`config.mk`:
```
export PLATFORM = sky130hd
export DESIGN_NAME = operating_mode_controller
export DESIGN_NICKNAME = d
export VERILOG_FILES = /design/src/opmode_pkg.sv /design/src/pin_sync.sv /design/src/operating_mode_controller.sv
export VERILOG_INCLUDE_DIRS = /design/src /design/src/src
export SDC_FILE = /design/constraint.sdc
export NUM_CORES = 1
export LEC_CHECK = 0
export BUFFER_PORTS_ARGS = -buffer_cell sky130_fd_sc_hd__buf_2
export CAP_MARGIN = 20
export CORE_ASPECT_RATIO = 1.5
export CORE_MARGIN = 4
export CORE_UTILIZATION = 57
export CTS_CLUSTER_SIZE = 28
export DETAILED_ROUTE_END_ITERATION = 7
export PLACE_DENSITY = 0.83
export SETUP_SLACK_MARGIN = 0.15
export SYNTH_ARGS = -nofsm -noshare
export SYNTH_HDL_FRONTEND = slang
export SYNTH_SLANG_ARGS = --single-unit
```
`constraint.sdc`:
```
create_clock -name clk_i -period 3.65 [get_ports clk_i]
set_input_delay 0.5475 -clock clk_i [delete_from_list [all_inputs] [get_ports clk_i]]
set_output_delay 0.5475 -clock clk_i [all_outputs]
set_load 0.005 [all_outputs]
```
`src/opmode_params.svh`:
```
// Vector address and width constants for the operating mode controller
// Assumes inclusion by bare name from design files
`ifndef OPMODE_PARAMS_SVH
`define OPMODE_PARAMS_SVH
`define RESET_VECTOR_ADDR   16'hfffe
`define CMD_CLASS_W         3
`define WAKE_SRC_W          8
`define VEC_W               16
`endif

```
`src/opmode_pkg.sv`:
```
// Types for the operating mode controller
// Assumes no other package
package opmode_pkg;
   typedef enum logic [4:0] {
      RUN_ST   = 5'h01,
      SOFTWARE_BREAKPOINT_INSTRUCTION_ST  = 5'h02,
      WAIT_ST  = 5'h04,
      STOP3_ST = 5'h08,
      STOP2_ST = 5'h10
   } mode_type;
   typedef enum logic [2:0] {
      CMD_MEM      = 3'h0,
      CMD_MEM_STAT = 3'h1,
      CMD_REG_BDC  = 3'h2,
      CMD_BACKGND  = 3'h3,
      CMD_CPU_REG  = 3'h4,
      CMD_TRACE    = 3'h5,
      CMD_GO       = 3'h6
   } cmd_type;
endpackage

```
`src/pin_sync.sv`:
```
// Three-flop pin synchroniser with agreement filter
// Assumes one clock, synchronous active high reset
`timescale 1ns/1ps
module pin_sync (
   input  wire logic clk_i,
   input  wire logic reset_i,
   input  wire logic pin_i,
   output logic      level_o
);
   logic s1_ff;
   logic s2_ff;
   logic s3_ff;
   // Runs through reset so the level is current when reset is released
   always_ff @(posedge clk_i) begin
      s1_ff <= pin_i;
      s2_ff <= s1_ff;
      s3_ff <= s2_ff;
      if (reset_i || (s2_ff == s3_ff)) begin
         level_o <= s3_ff;
      end
   end
endmodule // pin_sync

```
`src/operating_mode_controller.sv`:
```
// Operating mode controller: run, background, wait, stop3, stop2
// Assumes CPU, debug serial engine and clock generator outside
//
// How it works
// - Pin high at release: run, reset vector
// - Five events enter active background mode
// - Background mode holds CPU suspended
// - Non-intrusive commands accepted in run/background
// - CPU register, trace, go: background only
// - Wait stops CPU clock, clears I bit
// - Interrupt leaves wait, stacking follows
// - Wait accepts background commands only, flags status commands
// - Background command wakes wait into background
// - Stop without permit gives illegal-opcode reset
// - Debug permit or LOWVOLT_DETECTOR-in-stop selects stop3
// - Otherwise partial-powerdown select picks stop3/stop2
// - Stop halts clocks except kept references
// - Stop3 preserves registers, RAM, pins
// - Reset or async pin interrupt exits stop3
// - LOWVOLT_DETECTOR, LOWVOLT_WARNING, ADC, RTC, SCI also exit stop3
// - Reset exit fetches reset, interrupt its vector
// - LOWVOLT_DETECTOR-in-stop keeps regulator active
// - Background entry from run needs debug permit
// - Debug permit keeps debug clocks, full regulation
// - Stop rejects commands, stop3 flags status; background wakes stop3 if permitted
// - Stop2 wake sets flag, latches pins until ack
`timescale 1ns/1ps
`include "opmode_params.svh"
module operating_mode_controller (
   input  wire logic                    clk_i,
   input  wire logic                    reset_i,
   input  wire logic                    debug_mode_select_pin_i,
   input  wire logic                    wait_instr_i,
   input  wire logic                    stop_instr_i,
   input  wire logic                    software_breakpoint_instruction_instr_i,
   input  wire logic                    bdc_break_i,
   input  wire logic                    trace_break_i,
   input  wire logic                    cmd_valid_i,
   input  wire logic [`CMD_CLASS_W-1:0] cmd_class_i,
   input  wire logic                    irq_pending_i,
   input  wire logic                    ext_irq_pin_i,
   input  wire logic [7:0]              port_a_pin_interrupts_i,
   input  wire logic [7:0]              port_b_pin_interrupts_i,
   input  wire logic [7:0]              port_d_pin_interrupts_i,
   input  wire logic                    lvd_reset_i,
   input  wire logic                    lvw_irq_i,
   input  wire logic                    adc_irq_i,
   input  wire logic                    rtc_irq_i,
   input  wire logic                    sci_rx_irq_i,
   input  wire logic [`VEC_W-1:0]       irq_vector_i,
   input  wire logic                    stop_permit_i,
   input  wire logic                    debug_permit_i,
   input  wire logic                    lowvolt_detect_on_i,
   input  wire logic                    lowvolt_in_stop_on_i,
   input  wire logic                    partial_powerdown_select_i,
   input  wire logic                    partial_powerdown_ack_i,
   input  wire logic                    ref_clk_keep_i,
   output logic [4:0]                   mode_o,
   output logic                         cpu_clk_en_o,
   output logic                         cpu_suspend_o,
   output logic                         clear_i_bit_o,
   output logic                         stack_start_o,
   output logic                         sys_clk_en_o,
   output logic                         ref_clk_en_o,
   output logic                         bdc_clk_en_o,
   output logic                         regulator_full_o,
   output logic                         illegal_op_reset_o,
   output logic                         cpu_reset_o,
   output logic                         fetch_vector_o,
   output logic [`VEC_W-1:0]            fetch_addr_o,
   output logic                         cmd_accept_o,
   output logic                         cmd_reject_o,
   output logic                         cmd_stat_err_o,
   output logic                         pin_latch_o,
   output logic                         partial_powerdown_flag_o
);
   // ==========================================================
   // Pin synchronisers
   logic mode_pin_s;
   logic ext_irq_s;
   logic [23:0] pin_irq_s;
   logic [23:0] pin_irq_raw;
   assign pin_irq_raw = {port_d_pin_interrupts_i, port_b_pin_interrupts_i,
                         port_a_pin_interrupts_i};
   pin_sync u_mode_sync (
      .clk_i   (clk_i),
      .reset_i (reset_i),
      .pin_i   (debug_mode_select_pin_i),
      .level_o (mode_pin_s)
   );
   pin_sync u_irq_sync (
      .clk_i   (clk_i),
      .reset_i (reset_i),
      .pin_i   (ext_irq_pin_i),
      .level_o (ext_irq_s)
   );
   genvar gi;
   generate
      for (gi = 0; gi < 24; gi = gi + 1) begin : g_pin
         pin_sync u_pin_sync (
            .clk_i   (clk_i),
            .reset_i (reset_i),
            .pin_i   (pin_irq_raw[gi]),
            .level_o (pin_irq_s[gi])
         );
      end
   endgenerate

   // ==========================================================
   // Command classification
   function automatic logic is_non_intrusive(input logic [`CMD_CLASS_W-1:0] c);
      is_non_intrusive = (c == opmode_pkg::CMD_MEM) || (c == opmode_pkg::CMD_MEM_STAT) ||
                         (c == opmode_pkg::CMD_REG_BDC) || (c == opmode_pkg::CMD_BACKGND);
   endfunction
   function automatic logic is_software_breakpoint_instruction_only(input logic [`CMD_CLASS_W-1:0] c);
      is_software_breakpoint_instruction_only = (c == opmode_pkg::CMD_CPU_REG) || (c == opmode_pkg::CMD_TRACE) ||
                     (c == opmode_pkg::CMD_GO);
   endfunction

   // ==========================================================
   // Mode state
   opmode_pkg::mode_type mode_ff;
   opmode_pkg::mode_type nxt_mode;
   logic start_ff;
   logic wake_ff;
   logic stop_dbg_ff;
   logic stop_lvd_ff;
   logic software_breakpoint_instruction_cmd;
   logic stop3_wake_irq;
   logic stop3_wake_rst;

   assign software_breakpoint_instruction_cmd = cmd_valid_i && (cmd_class_i == opmode_pkg::CMD_BACKGND);
   assign stop3_wake_irq = ext_irq_s || (|pin_irq_s) || lvw_irq_i || adc_irq_i ||
                           rtc_irq_i || sci_rx_irq_i;
   assign stop3_wake_rst = lvd_reset_i;

   always_comb begin
      nxt_mode = mode_ff;
      case (mode_ff)
         opmode_pkg::RUN_ST: begin
            if (wait_instr_i) begin
               nxt_mode = opmode_pkg::WAIT_ST;
            end else if (stop_instr_i && stop_permit_i) begin
               if (debug_permit_i || (lowvolt_detect_on_i && lowvolt_in_stop_on_i)) begin
                  nxt_mode = opmode_pkg::STOP3_ST;
               end else if (partial_powerdown_select_i) begin
                  nxt_mode = opmode_pkg::STOP2_ST;
               end else begin
                  nxt_mode = opmode_pkg::STOP3_ST;
               end
            end else if (debug_permit_i &&
                         (software_breakpoint_instruction_cmd || software_breakpoint_instruction_instr_i || bdc_break_i || trace_break_i)) begin
               nxt_mode = opmode_pkg::SOFTWARE_BREAKPOINT_INSTRUCTION_ST;
            end
         end
         opmode_pkg::SOFTWARE_BREAKPOINT_INSTRUCTION_ST: begin
            if (cmd_valid_i && (cmd_class_i == opmode_pkg::CMD_GO)) begin
               nxt_mode = opmode_pkg::RUN_ST;
            end
         end
         opmode_pkg::WAIT_ST: begin
            if (software_breakpoint_instruction_cmd) begin
               nxt_mode = opmode_pkg::SOFTWARE_BREAKPOINT_INSTRUCTION_ST;
            end else if (irq_pending_i) begin
               nxt_mode = opmode_pkg::RUN_ST;
            end
         end
         opmode_pkg::STOP3_ST: begin
            if (software_breakpoint_instruction_cmd && stop_dbg_ff) begin
               nxt_mode = opmode_pkg::SOFTWARE_BREAKPOINT_INSTRUCTION_ST;
            end else if (stop3_wake_rst) begin
               nxt_mode = opmode_pkg::RUN_ST;
            end else if (stop3_wake_irq) begin
               nxt_mode = opmode_pkg::RUN_ST;
            end
         end
         opmode_pkg::STOP2_ST: begin
            if (rtc_irq_i) begin
               nxt_mode = opmode_pkg::RUN_ST;
            end
         end
         default: begin
            nxt_mode = opmode_pkg::RUN_ST;
         end
      endcase
      if (start_ff) begin
         nxt_mode = mode_pin_s ? opmode_pkg::RUN_ST : opmode_pkg::SOFTWARE_BREAKPOINT_INSTRUCTION_ST;
      end
   end

   // Start-up: mode pin sampled one edge after release
   always_ff @(posedge clk_i) begin
      if (reset_i) begin
         start_ff <= 1'b1;
         mode_ff  <= opmode_pkg::RUN_ST;
      end else begin
         start_ff <= 1'b0;
         mode_ff  <= nxt_mode;
      end
   end

   // Stop options captured at stop entry
   always_ff @(posedge clk_i) begin
      if (reset_i) begin
         stop_dbg_ff <= 1'b0;
         stop_lvd_ff <= 1'b0;
      end else if (mode_ff == opmode_pkg::RUN_ST && stop_instr_i && stop_permit_i) begin
         stop_dbg_ff <= debug_permit_i;
         stop_lvd_ff <= lowvolt_detect_on_i && lowvolt_in_stop_on_i;
      end
   end

   // ==========================================================
   // Clocks, regulator, reset and vectors
   always_ff @(posedge clk_i) begin
      if (reset_i) begin
         cpu_clk_en_o       <= 1'b0;
         cpu_suspend_o      <= 1'b1;
         sys_clk_en_o       <= 1'b1;
         ref_clk_en_o       <= 1'b1;
         bdc_clk_en_o       <= 1'b1;
         regulator_full_o   <= 1'b1;
         mode_o             <= 5'h01;
      end else begin
         mode_o        <= nxt_mode;
         cpu_clk_en_o  <= (nxt_mode == opmode_pkg::RUN_ST) && !start_ff;
         cpu_suspend_o <= (nxt_mode == opmode_pkg::SOFTWARE_BREAKPOINT_INSTRUCTION_ST) || start_ff;
         sys_clk_en_o  <= !(nxt_mode == opmode_pkg::STOP3_ST ||
                            nxt_mode == opmode_pkg::STOP2_ST);
         if (nxt_mode == opmode_pkg::STOP3_ST || nxt_mode == opmode_pkg::STOP2_ST) begin
            ref_clk_en_o     <= ref_clk_keep_i;
            bdc_clk_en_o     <= (mode_ff == opmode_pkg::RUN_ST) ? debug_permit_i
                                                                : stop_dbg_ff;
            regulator_full_o <= (mode_ff == opmode_pkg::RUN_ST) ?
                                (debug_permit_i ||
                                 (lowvolt_detect_on_i && lowvolt_in_stop_on_i))
                                : (stop_dbg_ff || stop_lvd_ff);
         end else begin
            ref_clk_en_o     <= 1'b1;
            bdc_clk_en_o     <= 1'b1;
            regulator_full_o <= 1'b1;
         end
      end
   end

   always_ff @(posedge clk_i) begin
      if (reset_i) begin
         illegal_op_reset_o <= 1'b0;
         cpu_reset_o        <= 1'b0;
         clear_i_bit_o      <= 1'b0;
         stack_start_o      <= 1'b0;
         fetch_vector_o     <= 1'b0;
         fetch_addr_o       <= `RESET_VECTOR_ADDR;
         wake_ff            <= 1'b0;
      end else begin
         illegal_op_reset_o <= mode_ff == opmode_pkg::RUN_ST && stop_instr_i &&
                               !stop_permit_i && !wait_instr_i;
         clear_i_bit_o  <= mode_ff == opmode_pkg::RUN_ST && wait_instr_i;
         stack_start_o  <= mode_ff == opmode_pkg::WAIT_ST && !software_breakpoint_instruction_cmd &&
                           irq_pending_i;
         wake_ff        <= 1'b0;
         cpu_reset_o    <= 1'b0;
         fetch_vector_o <= 1'b0;
         if (start_ff && mode_pin_s) begin
            fetch_vector_o <= 1'b1;
            fetch_addr_o   <= `RESET_VECTOR_ADDR;
         end else if (mode_ff == opmode_pkg::STOP3_ST && !(software_breakpoint_instruction_cmd && stop_dbg_ff)) begin
            if (stop3_wake_rst) begin
               cpu_reset_o    <= 1'b1;
               fetch_vector_o <= 1'b1;
               fetch_addr_o   <= `RESET_VECTOR_ADDR;
            end else if (stop3_wake_irq) begin
               fetch_vector_o <= 1'b1;
               fetch_addr_o   <= irq_vector_i;
            end
         end else if (mode_ff == opmode_pkg::STOP2_ST && rtc_irq_i) begin
            cpu_reset_o    <= 1'b1;
            fetch_vector_o <= 1'b1;
            fetch_addr_o   <= `RESET_VECTOR_ADDR;
            wake_ff        <= 1'b1;
         end
      end
   end

   // ==========================================================
   // Partial powerdown flag and pin latch
   always_ff @(posedge clk_i) begin
      if (reset_i) begin
         partial_powerdown_flag_o <= 1'b0;
         pin_latch_o              <= 1'b0;
      end else if (nxt_mode == opmode_pkg::STOP2_ST || wake_ff) begin
         pin_latch_o              <= 1'b1;
         partial_powerdown_flag_o <= wake_ff || partial_powerdown_flag_o;
      end else if (partial_powerdown_ack_i) begin
         pin_latch_o              <= 1'b0;
         partial_powerdown_flag_o <= 1'b0;
      end
   end

   // ==========================================================
   // Debug command gate
   always_ff @(posedge clk_i) begin
      if (reset_i) begin
         cmd_accept_o   <= 1'b0;
         cmd_reject_o   <= 1'b0;
         cmd_stat_err_o <= 1'b0;
      end else begin
         cmd_accept_o   <= 1'b0;
         cmd_reject_o   <= 1'b0;
         cmd_stat_err_o <= 1'b0;
         if (cmd_valid_i && !start_ff) begin
            case (mode_ff)
               opmode_pkg::RUN_ST: begin
                  cmd_accept_o <= is_non_intrusive(cmd_class_i);
                  cmd_reject_o <= !is_non_intrusive(cmd_class_i);
               end
               opmode_pkg::SOFTWARE_BREAKPOINT_INSTRUCTION_ST: begin
                  cmd_accept_o <= is_non_intrusive(cmd_class_i) ||
                                  is_software_breakpoint_instruction_only(cmd_class_i);
                  cmd_reject_o <= !(is_non_intrusive(cmd_class_i) ||
                                    is_software_breakpoint_instruction_only(cmd_class_i));
               end
               opmode_pkg::WAIT_ST, opmode_pkg::STOP3_ST: begin
                  cmd_stat_err_o <= cmd_class_i == opmode_pkg::CMD_MEM_STAT;
                  cmd_accept_o   <= software_breakpoint_instruction_cmd &&
                                    (mode_ff == opmode_pkg::WAIT_ST || stop_dbg_ff);
                  cmd_reject_o   <= !(cmd_class_i == opmode_pkg::CMD_MEM_STAT) &&
                                    !(software_breakpoint_instruction_cmd && (mode_ff == opmode_pkg::WAIT_ST ||
                                                   stop_dbg_ff));
               end
               default: begin
                  cmd_reject_o <= 1'b1;
               end
            endcase
         end
      end
   end
endmodule // operating_mode_controller

```
==> results of run 1 <==
## registers in the layout (all words and copies together) (netlist names), 5 cells and up
signal,cells
g_pin.u_pin_sync.level_o,24
g_pin.u_pin_sync.s1_ff,24
g_pin.u_pin_sync.s2_ff,24
g_pin.u_pin_sync.s3_ff,24
fetch_addr_o,16
mode_o,5
## routing by layer
metal  track usage [%]  vias up
met4              9.30        0
met5                 0        -
met3              6.97       13
li1                  -     1490
met1              18.7     1360
met2              31.1      120
## power groups by stage
stage | sequential [mW] | combinational (mW) | clock, mW
after floorplan | 1.78 | 0.0955 | 0
after global placement | 1.79 | 0.157 | 0
after detailed placement | 1.79 | 0.163 | 0
after CTS | 1.76 | 0.166 | 1.58
after global routing | 1.77 | 0.185 | 1.65
final | 1.76 | 0.166 | 1.55
## synth_stat cells, types with 2 or more instances
cell | instances | area [sq um]
nand2_1 | 17 | 63.8
nand2b_1 | 28 | 175
nor2_1 | 34 | 128
buf_6 | 2 | 22.5
a21oi_1 | 11 | 55.1
or3_1 | 3 | 18.8
nand4_1 | 5 | 31.3
mux2i_1 | 16 | 160
o21a_1 | 2 | 15.0
xor2_1 | 26 | 228
nand3_1 | 5 | 25.0
nor2_2 | 10 | 62.6
a311oi_1 | 2 | 17.5
nor4_1 | 7 | 43.8
inv_1 | 4 | 15.0
clkbuf_1 | 7 | 26.3
o221ai_1 | 2 | 17.5
dfxtp_1 | 119 | 2380
o21ai_0 | 5 | 25.0
edfxtp_1 | 26 | 781
o31ai_1 | 2 | 15.0
nor2b_1 | 4 | 25.0
nor3_1 | 7 | 35.0
and3_1 | 2 | 12.5
## stage by stage
stage	power [mW]	std cells	area [sq um]
CTS	3.51	595	5720
finish	3.48	595	5720
floorplan	1.88	370	4600
global placement	1.95	563	5180
detailed placement	1.96	563	5180
global route	3.60	595	5720
## layout make-up
type / count / area [sq um]
Clock buffer: 28 / 518
Clock inverter: 4 / 23.8
Fill cell: 540 / 2040
Inverter: 4 / 15.0
Multi-Input combinational cell: 209 / 1350
Sequential cell: 145 / 3160
Tap cell: 102 / 128
Timing Repair Buffer: 103 / 518
## worst min-delay path by stage
stage	end	slack [ns]	startpoint	cells past startpoint
3_5_place_dp	g_pin[13].u_pin_sync.s2_ff$_DFF_P_	0.31	g_pin[13].u_pin_sync.s1_ff$_DFF_P_	0
4_1_cts	g_pin[12].u_pin_sync.s1_ff$_DFF_P_	0.22	port_b_pin_interrupts_i[4]	1
2_1_floorplan	g_pin[0].u_pin_sync.s2_ff$_DFF_P_	0.31	g_pin[0].u_pin_sync.s1_ff$_DFF_P_	0
3_3_place_gp	g_pin[6].u_pin_sync.s2_ff$_DFF_P_	0.31	g_pin[6].u_pin_sync.s1_ff$_DFF_P_	0
5_1_grt	g_pin[14].u_pin_sync.s1_ff$_DFF_P_	0.22	port_b_pin_interrupts_i[6]	1
6_report	g_pin[22].u_pin_sync.s1_ff$_DFF_P_	0.24	port_d_pin_interrupts_i[6]	1
## cell families after synthesis
family / synth area share, %
flip-flops: 68.8
AND/OR/NAND/NOR: 15.2
AO/OA/AOI/OAI: 5.74
XOR/XNOR: 4.96
multiplexers: 3.48
buffers and inverters: 1.74
==> metrics.md, run 1 <==
| Metric | Value |
|---|---|
| Status | finished, final reports clean |
| Slowest stage delay, CP | 0.63 ns |
| Largest net degree at the start of global routing | 41 |
| RSZ-0062 raised after global routing | false |
| DR WL/cell | 14.0 um |
| Worst-Margin Slew | 0.974 ns |
| Setup crit end | fetch_addr_o[0]$_SDFFE_PP0P_ |
| Fraction of layout cells with a size suffix above 1 | 29.0% |
| Row cnt | 39 |
| Worst reg2reg path depth | 5 |
| Primary FF master, synth | dfxtp_1 |
| Height of the die | 118 um |
| Hold slack | 0.240 ns |
| Syn nets | 436 |
| Async S/R FF share, synth | 0% |
| Setup TNS | 0 ns |
| Via count | 2983 |
| Detail Placement HPWL | 5790 um |
| Area Growth Syn to Fin | 24.4% |
| RR Endpoint | fetch_addr_o[12]$_SDFFE_PP1P_ |
| Proportion of power drawn by the clock network | 44.6% |
| Int Pwr | 2.76 mW |
| Postcts setup bufs | 0 |
| CP Max Fanout | 40 |
| Sequential element share of the synthesized area | 68.8% |
| Post-Route Skew | 0.00900 ns |
| CTS buffer count | 17 |
| RR Startpoint | mode_o[0]$_SDFF_PP1_ |
| Critical Path RT | 3.94 ns |
| Max-cap viol count | 0 |
| Tmin final | 2.09 ns |
| CP endpoint kind | register |
| Combinational Power Share | 4.8% |
| Fin. Hold Viols | 0 |
| PwrDens | 608 mW/mm^2 |
| Drt drc | 0 |
| CP startpoint kind | input port |
| Final WL | 8340 um |
| Hold Crit Class | in2reg |
| Most common cell after layout, fill and taps aside | dfxtp_1 |
| Max Root-Sink Buffers | 2 |
| Peak Freq | 478 MHz |
| CORE AREA | 0.00776 sq mm |
| Arr. time, crit path | 2.39 ns |
| Die area | 0.00959 sq mm |
| Initial antenna violation count | 0 |
| Ordered cell list for the critical path | buf_2 > nand2b_1 > buf_4 > or3_1 > nor2_1 > a32o_1 |
| # port buffers | 102 |
| Layout Nets | 546 |
| Slew Viols, Final | 0 |
| Reg-to-reg setup timing slack | 1.65 ns |
| Tot GR Track Use | 18.2% |
| P_sw | 0.717 mW |
| Share of power burned in registers | 50.7% |
| Most frequent cells in the layout | dfxtp_1, buf_2, nor2_1 |
| Final antenna-violating net count | 0 |
| Vias in the first global route | 2969 |
| Final setup fails | 0 |
| Worst path top cell family by delay | simple AND/OR/NAND/NOR gates |
| TritonCTS sink count | 145 |
| Io pins | 103 |
| Root Buffer | clkbuf_16 |
| Resized cells post-CTS | 0 |
| Worst-Skew Late Latency | 0.41 ns |
| Leakage | 2.39 nW |
| Bufs and invs on worst path | 2 |
| Mapped Area | 0.00460 sq mm |
| Length of routed wiring on met1 | 3050 um |
| Fin crit share | 57.3% |
| Post-synth EDFFs | 26 |
| GP Congestion | 0.958 |
| Switching Share | 20.6% |
| Netlist cell types | 48 |
| Avg Vias per Cell | 5.01 |
| Met2 wire len | 4450 um |
| Worst vdd ir | 0.000686 V |
| DR iter-0 viols | 106 |
| CTS tree | built |
| Clk pin slew, worst setup/hold paths | 0.05 ns |
| Starting density of the core | 59.2% |
| WS Path Type | in2reg |
| CTS H-tree depth | 4 |
| Syn Area/Cell | 12.4 sq um |
| FF+latch count, synth | 145 |
| Relative slew margins | 35.1% |
| First-pass GRT wire length | 13100 um |
| Setup crit start | reset_i |
| GR Overflow Total | 0 |
| Dpl ws | 1.13 ns |
| Pre-antenna DRT Iters | 4 |
| Met3 WL | 686 um |
| Die width | 81.3 um |
| Gate count of the mapped netlist | 370 |
| Yosys warns | 0 |
| Final worst setup slack | 1.56 ns |
| CP max-delay cell | or3_1 |
| # diodes | 0 |
| Post-Route Utilization | 73.7% |
| Max layer used | met4 |
| Hold Buf Count CTS | 0 |
| CP Depth | 6 |
(Power assumes the default switching activity.)
==> run 2: changes to the inputs <==
Settings changed: CORE_UTILIZATION 57 to 53, PLACE_DENSITY 0.83 to 0.78.
Clock period 3.65 ns to 2.1 ns, I/O delays scaled along.
==> run 2 against run 1 <==
  * Cell count up 5.9%
  * Critical path depth down 1
  * Power up 78%
  * Flip-flop and latch count unchanged
  * First-iteration DRC count down 28%
  * Setup slack worse by 1.3 ns
  * Largest cell class unchanged
  * Sequential share of layout area down 3.0 points
==> metrics.md, run 2 (synthesized netlist as in run 1, its figures left out) <==
| Metric | Value |
|---|---|
| Status | finished, final reports clean |
| DR iter-0 viols | 76 (-28%) |
| Area Growth Syn to Fin | 31.7% |
| Row cnt | 41 (+5.1%) |
| Ordered cell list for the critical path | nor2_1 > nand3_2 > nor4b_1 > o211a_1 > o221ai_1 |
| Share of power burned in registers | 49.5% (-1.2 points) |
| WS Path Type | reg2reg |
| # port buffers | 102 (unchanged) |
| Setup TNS | 0 ns (unchanged) |
| Io pins | 103 (unchanged) |
| CTS H-tree depth | 4 (unchanged) |
| Peak Freq | 548 MHz |
| CP max-delay cell | nor4b_1 |
| GP Congestion | 0.934 (-2.5%) |
| First-pass GRT wire length | 14500 um (+11%) |
| Most frequent cells in the layout | dfxtp_1, buf_2, nor2_1 |
| Worst-Margin Slew | 0.415 ns (-0.558 ns) |
| Initial antenna violation count | 0 (unchanged) |
| Detail Placement HPWL | 6190 um (+7.0%) |
| Final antenna-violating net count | 0 (unchanged) |
| GR Overflow Total | 0 (unchanged) |
| Via count | 3129 (+4.9%) |
| Register Area | 0.00316 sq mm (unchanged) |
| Root Buffer | clkbuf_16 |
| Die width | 84.0 um (+3.3%) |
| Leakage | 2.54 nW (+6.3%) |
| CTS tree | built |
| Drt drc | 0 (unchanged) |
| # diodes | 0 (unchanged) |
| CORE AREA | 0.00841 sq mm (+8.4%) |
| Most common cell after layout, fill and taps aside | dfxtp_1 |
| RSZ-0062 raised after global routing | false |
| Fin. Hold Viols | 0 (unchanged) |
| DR WL/cell | 14.1 um (+0.33%) |
| Tot GR Track Use | 18.3% (+0.054 points) |
| Max-cap viol count | 0 (unchanged) |
| CTS buffer count | 17 (unchanged) |
| PwrDens | 1020 mW/mm^2 (+68%) |
| Post-Route Utilization | 71.9% (-1.8 points) |
| Largest net degree at the start of global routing | 30 (-27%) |
| Int Pwr | 4.95 mW (+79%) |
| Die area | 0.0103 sq mm (+6.9%) |
| Tmin final | 1.82 ns |
| Max Root-Sink Buffers | 2 (unchanged) |
| Slew Viols, Final | 0 (unchanged) |
| CP startpoint kind | register |
| Final WL | 8860 um (+6.2%) |
| Avg Vias per Cell | 4.97 (-0.93%) |
| Clk pin slew, worst setup/hold paths | 0.06 ns (about the same) |
| CP Max Fanout | 8 (-80%) |
| Layout Nets | 576 (+5.5%) |
| Pre-antenna DRT Iters | 5 (+1) |
| Hold Crit Class | in2reg |
| Relative slew margins | 72.1% (+37 points) |
| Switching Share | 20.0% (-0.60 points) |
| Multi-input combinational cell area | 0.00137 sq mm (+1.4%) |
| P_sw | 1.24 mW (+73%) |
| Proportion of power drawn by the clock network | 45.1% (+0.5 points) |
| Worst vdd ir | 0.000732 V (+6.7%) |
| Worst-Skew Late Latency | 0.41 ns (about the same) |
| Fraction of layout cells with a size suffix above 1 | 29.1% (+0.057 points) |
| Height of the die | 122 um (+3.5%) |
| Final setup fails | 0 (unchanged) |
| Slowest stage delay, CP | 0.44 ns (-0.19 ns) |
| Combinational Power Share | 5.4% (+0.6 points) |
| CP endpoint kind | register |
| TritonCTS sink count | 145 (unchanged) |
| Vias in the first global route | 3279 (+10%) |
| Starting density of the core | 54.6% (-4.6 points) |
| Critical Path RT | 2.37 ns (-1.57 ns) |
| Filler instances | 631 (+17%) |
| Post-Route Skew | 0.0113 ns (+0.00225 ns) |
| Fin crit share | 86.9% |
| Arr. time, crit path | 2.10 ns (-0.29 ns) |
-- run 2: repair_timing --
item / 4_1_cts / 5_1_grt
hold buffers: 24 / 0
gates resized for setup: 2 / 2
buffers inserted: 0 / 0
endpoints found under the hold margin: 24 / 0
endpoints found under the setup margin: 5 / 5
-- run 2: power groups by stage --
| stage | combinational [mW] | clock, mW | sequential [mW] |
|---|---|---|---|
| after floorplan | 0.166 | 0 | 3.10 |
| after global placement | 0.284 | 0 | 3.11 |
| after detailed placement | 0.292 | 0 | 3.12 |
| after CTS | 0.331 | 2.86 | 3.06 |
| after global routing | 0.370 | 2.96 | 3.08 |
| final | 0.333 | 2.79 | 3.06 |
-- run 2: cell type report --
class	instances	area share [%]
tap	107	2.21
timing repair buffer	133	13.3
multi-input combinational	209	22.7
clock inverter	4	0.765
inverter	4	0.248
sequential	145	52.3
clock buffer	28	8.56
-- run 2: metal layers --
metal  part of all wire (%)  GRT usage [%]  wire length [um]  vias to the layer above
met3                    6.5           6.56               576                       19
met1                     37           18.0              3260                     1449
li1                       -              -                 -                     1550
met2                     54           32.8              4830                      111
met4                    2.3           10.4               201                        0
met5                      0              0                 0                        -
-- run 2: through the flow --
stage	hold WS [ns]	instances	setup WS (ns)	power, mW	area [sq um]
floorplan	0.310	370	0.472	3.26	4600
global placement	0.310	574	0.173	3.40	5230
detailed placement	0.312	574	0.0878	3.41	5230
CTS	0.00113	630	0.199	6.25	6050
global route	0.00271	630	0.193	6.41	6050
finish	0.0199	630	0.276	6.19	6050
-- run 2: critical path, delay by kind of cell, from the launching register on --
kind             cells  cell delay, ns
AO/OA/AOI/OAI        2            0.41
flip-flops           1            0.39
AND/OR/NAND/NOR      3            0.89
-- run 2: path summary, 6_finish.rpt --
path,cells after the start,slack [ns],endpoint,start
setup / recovery,5,0.28,bdc_clk_en_o$_SDFF_PP1_,mode_o[3]$_SDFF_PP0_
hold / removal,1,0.02,g_pin[4].u_pin_sync.s1_ff$_DFF_P_,port_a_pin_interrupts_i[4]
setup reg to reg,5,0.28,bdc_clk_en_o$_SDFF_PP1_,mode_o[3]$_SDFF_PP0_
hold reg to reg,0,0.32,g_pin[13].u_pin_sync.s2_ff$_DFF_P_,g_pin[13].u_pin_sync.s1_ff$_DFF_P_
==> run 3: changes to the inputs <==
Settings changed: SKIP_CTS_REPAIR_TIMING from default to 1.
Clock period 2.1 ns to 2.05 ns, I/O delays scaled along.
==> run 3 against run 2 <==
  * Combinational power is 2% lower
  * Cell count is 0.95% lower
  * Critical path depth is 1 higher
  * Die area unchanged
  * Largest cell class unchanged
==> metrics.md, run 3 (synthesized netlist as in run 1, its figures left out) <==
| Metric | Value |
|---|---|
| Critical Path RT | 2.32 ns (-0.05 ns) |
| WS Path Type | reg2reg |
| Hold Crit Class | in2reg |
| CTS buffer count | 17 (unchanged) |
| Fraction of layout cells with a size suffix above 1 | 30.0% (+0.92 points) |
| RR Startpoint | mode_o[3]$_SDFF_PP0_ |
| CP endpoint kind | register |
| Setup TNS | 0 ns (unchanged) |
| Met2 wire len | 4520 um (-6.4%) |
| Most frequent cells in the layout | dfxtp_1, buf_2, nor2_1 |
| Multi-input combinational cell area | 0.00137 sq mm (+0.18%) |
| CP startpoint kind | register |
| Max-cap viol count | 0 (unchanged) |
| Die area | 0.0103 sq mm (unchanged) |
| Final setup fails | 0 (unchanged) |
| GP Congestion | 0.936 (+0.19%) |
| Largest net degree at the start of global routing | 23 (-23%) |
| Io pins | 103 (unchanged) |
| Placed cells | 575 (+0.17%) |
| Root Buffer | clkbuf_16 |
| Detail Placement HPWL | 6110 um (-1.4%) |
| Fin. Hold Viols | 0 (unchanged) |
| Clk pin slew, worst setup/hold paths | 0.06 ns (about the same) |
| RSZ-0062 raised after global routing | false |
| Slew Viols, Final | 0 (unchanged) |
| Worst reg2reg path depth | 6 (+1) |
| RR Endpoint | fetch_addr_o[2]$_SDFFE_PP1P_ |
| Met3 WL | 538 um (-6.6%) |
| Drt drc | 0 (unchanged) |
| Avg Vias per Cell | 4.98 (+0.22%) |
| Peak Freq | 552 MHz (+0.76%) |
| Register Area | 0.00316 sq mm (unchanged) |
| Tmin final | 1.81 ns (-0.0138 ns) |
| Area Growth Syn to Fin | 30.1% |
| First-pass GRT wire length | 13800 um (-5.3%) |
| CORE AREA | 0.00841 sq mm (unchanged) |
| CP Max Fanout | 15 (+7) |
| Worst-Margin Slew | 0.467 ns (+0.0518 ns) |
| Leakage | 2.51 nW (-1.3%) |
| Hold path start | port_b_pin_interrupts_i[7] |
| Max Root-Sink Buffers | 2 (unchanged) |
| Max layer used | met4 |
| CTS H-tree depth | 4 (unchanged) |
| # diodes | 0 (unchanged) |
| Via count | 3106 (-0.74%) |
| Most common cell after layout, fill and taps aside | dfxtp_1 |
| Arr. time, crit path | 2.08 ns (-0.02 ns) |
| Final antenna-violating net count | 0 (unchanged) |
| Placed Area | 0.00524 sq mm (+0.14%) |
| Filler instances | 628 (-0.48%) |
| DR iter-0 viols | 57 (-25%) |
| Worst vdd ir | 0.000992 V (+36%) |
| Non-filler cells, final | 624 (-0.95%) |
| Final Cell Area | 0.00598 sq mm (-1.2%) |
| Initial antenna violation count | 0 (unchanged) |
| Post-Route Utilization | 71.1% (-0.86 points) |
| GR Overflow Total | 0 (unchanged) |
| Worst-Skew Late Latency | 0.39 ns (-0.02 ns) |
| PwrDens | 1040 mW/mm^2 (+1.9%) |
| Relative slew margins | 68.9% (-3.2 points) |
| TritonCTS sink count | 145 (unchanged) |
| Pre-antenna DRT Iters | 4 (-1) |
| Vias in the first global route | 3081 (-6.0%) |
| Final worst setup slack | 0.240 ns (-0.0362 ns) |
| Hold depth | 1 (unchanged) |
| Tot GR Track Use | 17.2% (-1.0 points) |
| DR WL/cell | 13.5 um (-3.7%) |
| Row cnt | 41 (unchanged) |
| Status | finished, final reports clean |
| Reg-to-reg setup timing slack | 0.24 ns (-0.04 ns) |
| Length of routed wiring on met1 | 3260 um (+0.18%) |
| Fin crit share | 88.3% (+1.4 points) |
| Height of the die | 122 um (unchanged) |
| Total power | 6.23 mW (+0.64%) |
| Hold path endpoint | g_pin[15].u_pin_sync.s1_ff$_DFF_P_ |
| Die width | 84.0 um (unchanged) |
| Starting density of the core | 54.6% (unchanged) |
| Final WL | 8450 um (-4.6%) |
| # port buffers | 102 (unchanged) |
| CTS tree | built |
| Post-Route Skew | 0.00564 ns (-0.00561 ns) |
| Layout Nets | 570 (-1.0%) |
| Hold slack | 0.0115 ns (-0.00841 ns) |
| Dpl ws | 0.112 ns (+0.0243 ns) |
[run 3: changes by cell type in the layout (fill, tap and decap cells not counted)]
cell           delta
o21ai_0           +1
nor2_2            +1
buf_4             +1
clkinvlp_4        +1
clkbuf_8          +1
nor2_1            -1
o21ai_1           -1
dlygate4sd3_1     -7
clkbuf_1          -1
bufinv_16         -1
[run 3: routing by layer]
metal / vias to the layer above / GRT usage, %
met4: 0 / 7.44
met1: 1430 / 18.9
met5: - / 0
met3: 15 / 5.75
li1: 1546 / -
met2: 115 / 30.2
[run 3: worst max path at each step]
stage / startpoint / end / slack [ns]
after floorplan: mode_o[0]$_SDFF_PP1_ / fetch_addr_o[10]$_SDFFE_PP1P_ / 0.42
after CTS: g_pin[2].u_pin_sync.level_o$_DFFE_PP_ / fetch_addr_o[1]$_SDFFE_PP1P_ / 0.06
after global placement: g_pin[2].u_pin_sync.level_o$_DFFE_PP_ / fetch_addr_o[10]$_SDFFE_PP1P_ / 0.1
after detailed placement: g_pin[2].u_pin_sync.level_o$_DFFE_PP_ / fetch_addr_o[8]$_SDFFE_PP1P_ / 0.11
after global routing: mode_o[3]$_SDFF_PP0_ / fetch_addr_o[1]$_SDFFE_PP1P_ / 0.15
final: mode_o[3]$_SDFF_PP0_ / fetch_addr_o[2]$_SDFFE_PP1P_ / 0.24
[run 3: report_power, final]
group	switching (mW)	internal, mW	leakage [nW]
Sequential	0.0740	3.06	1.26
Combinational	0.165	0.163	0.983
Clock	1.02	1.75	0.270
Total	1.26	4.97	2.51
[run 3: layout make-up]
class                           instances  share of cell area, %
Inverter                                4                  0.251
Clock inverter                          4                  0.398
Multi-Input combinational cell        209                   23.0
Sequential cell                       145                   52.9
Tap cell                              107                   2.24
Clock buffer                           28                   8.83
Timing Repair Buffer                  127                   12.4
[run 3: worst max-delay path: stages, from the launching register on]
cell and delay [ns]:
dfxtp_1 0.46, and2b_1 0.27, o211ai_4 0.15, or3_1 0.39, buf_4 0.22, nor2_1 0.11, mux2i_1 0.08
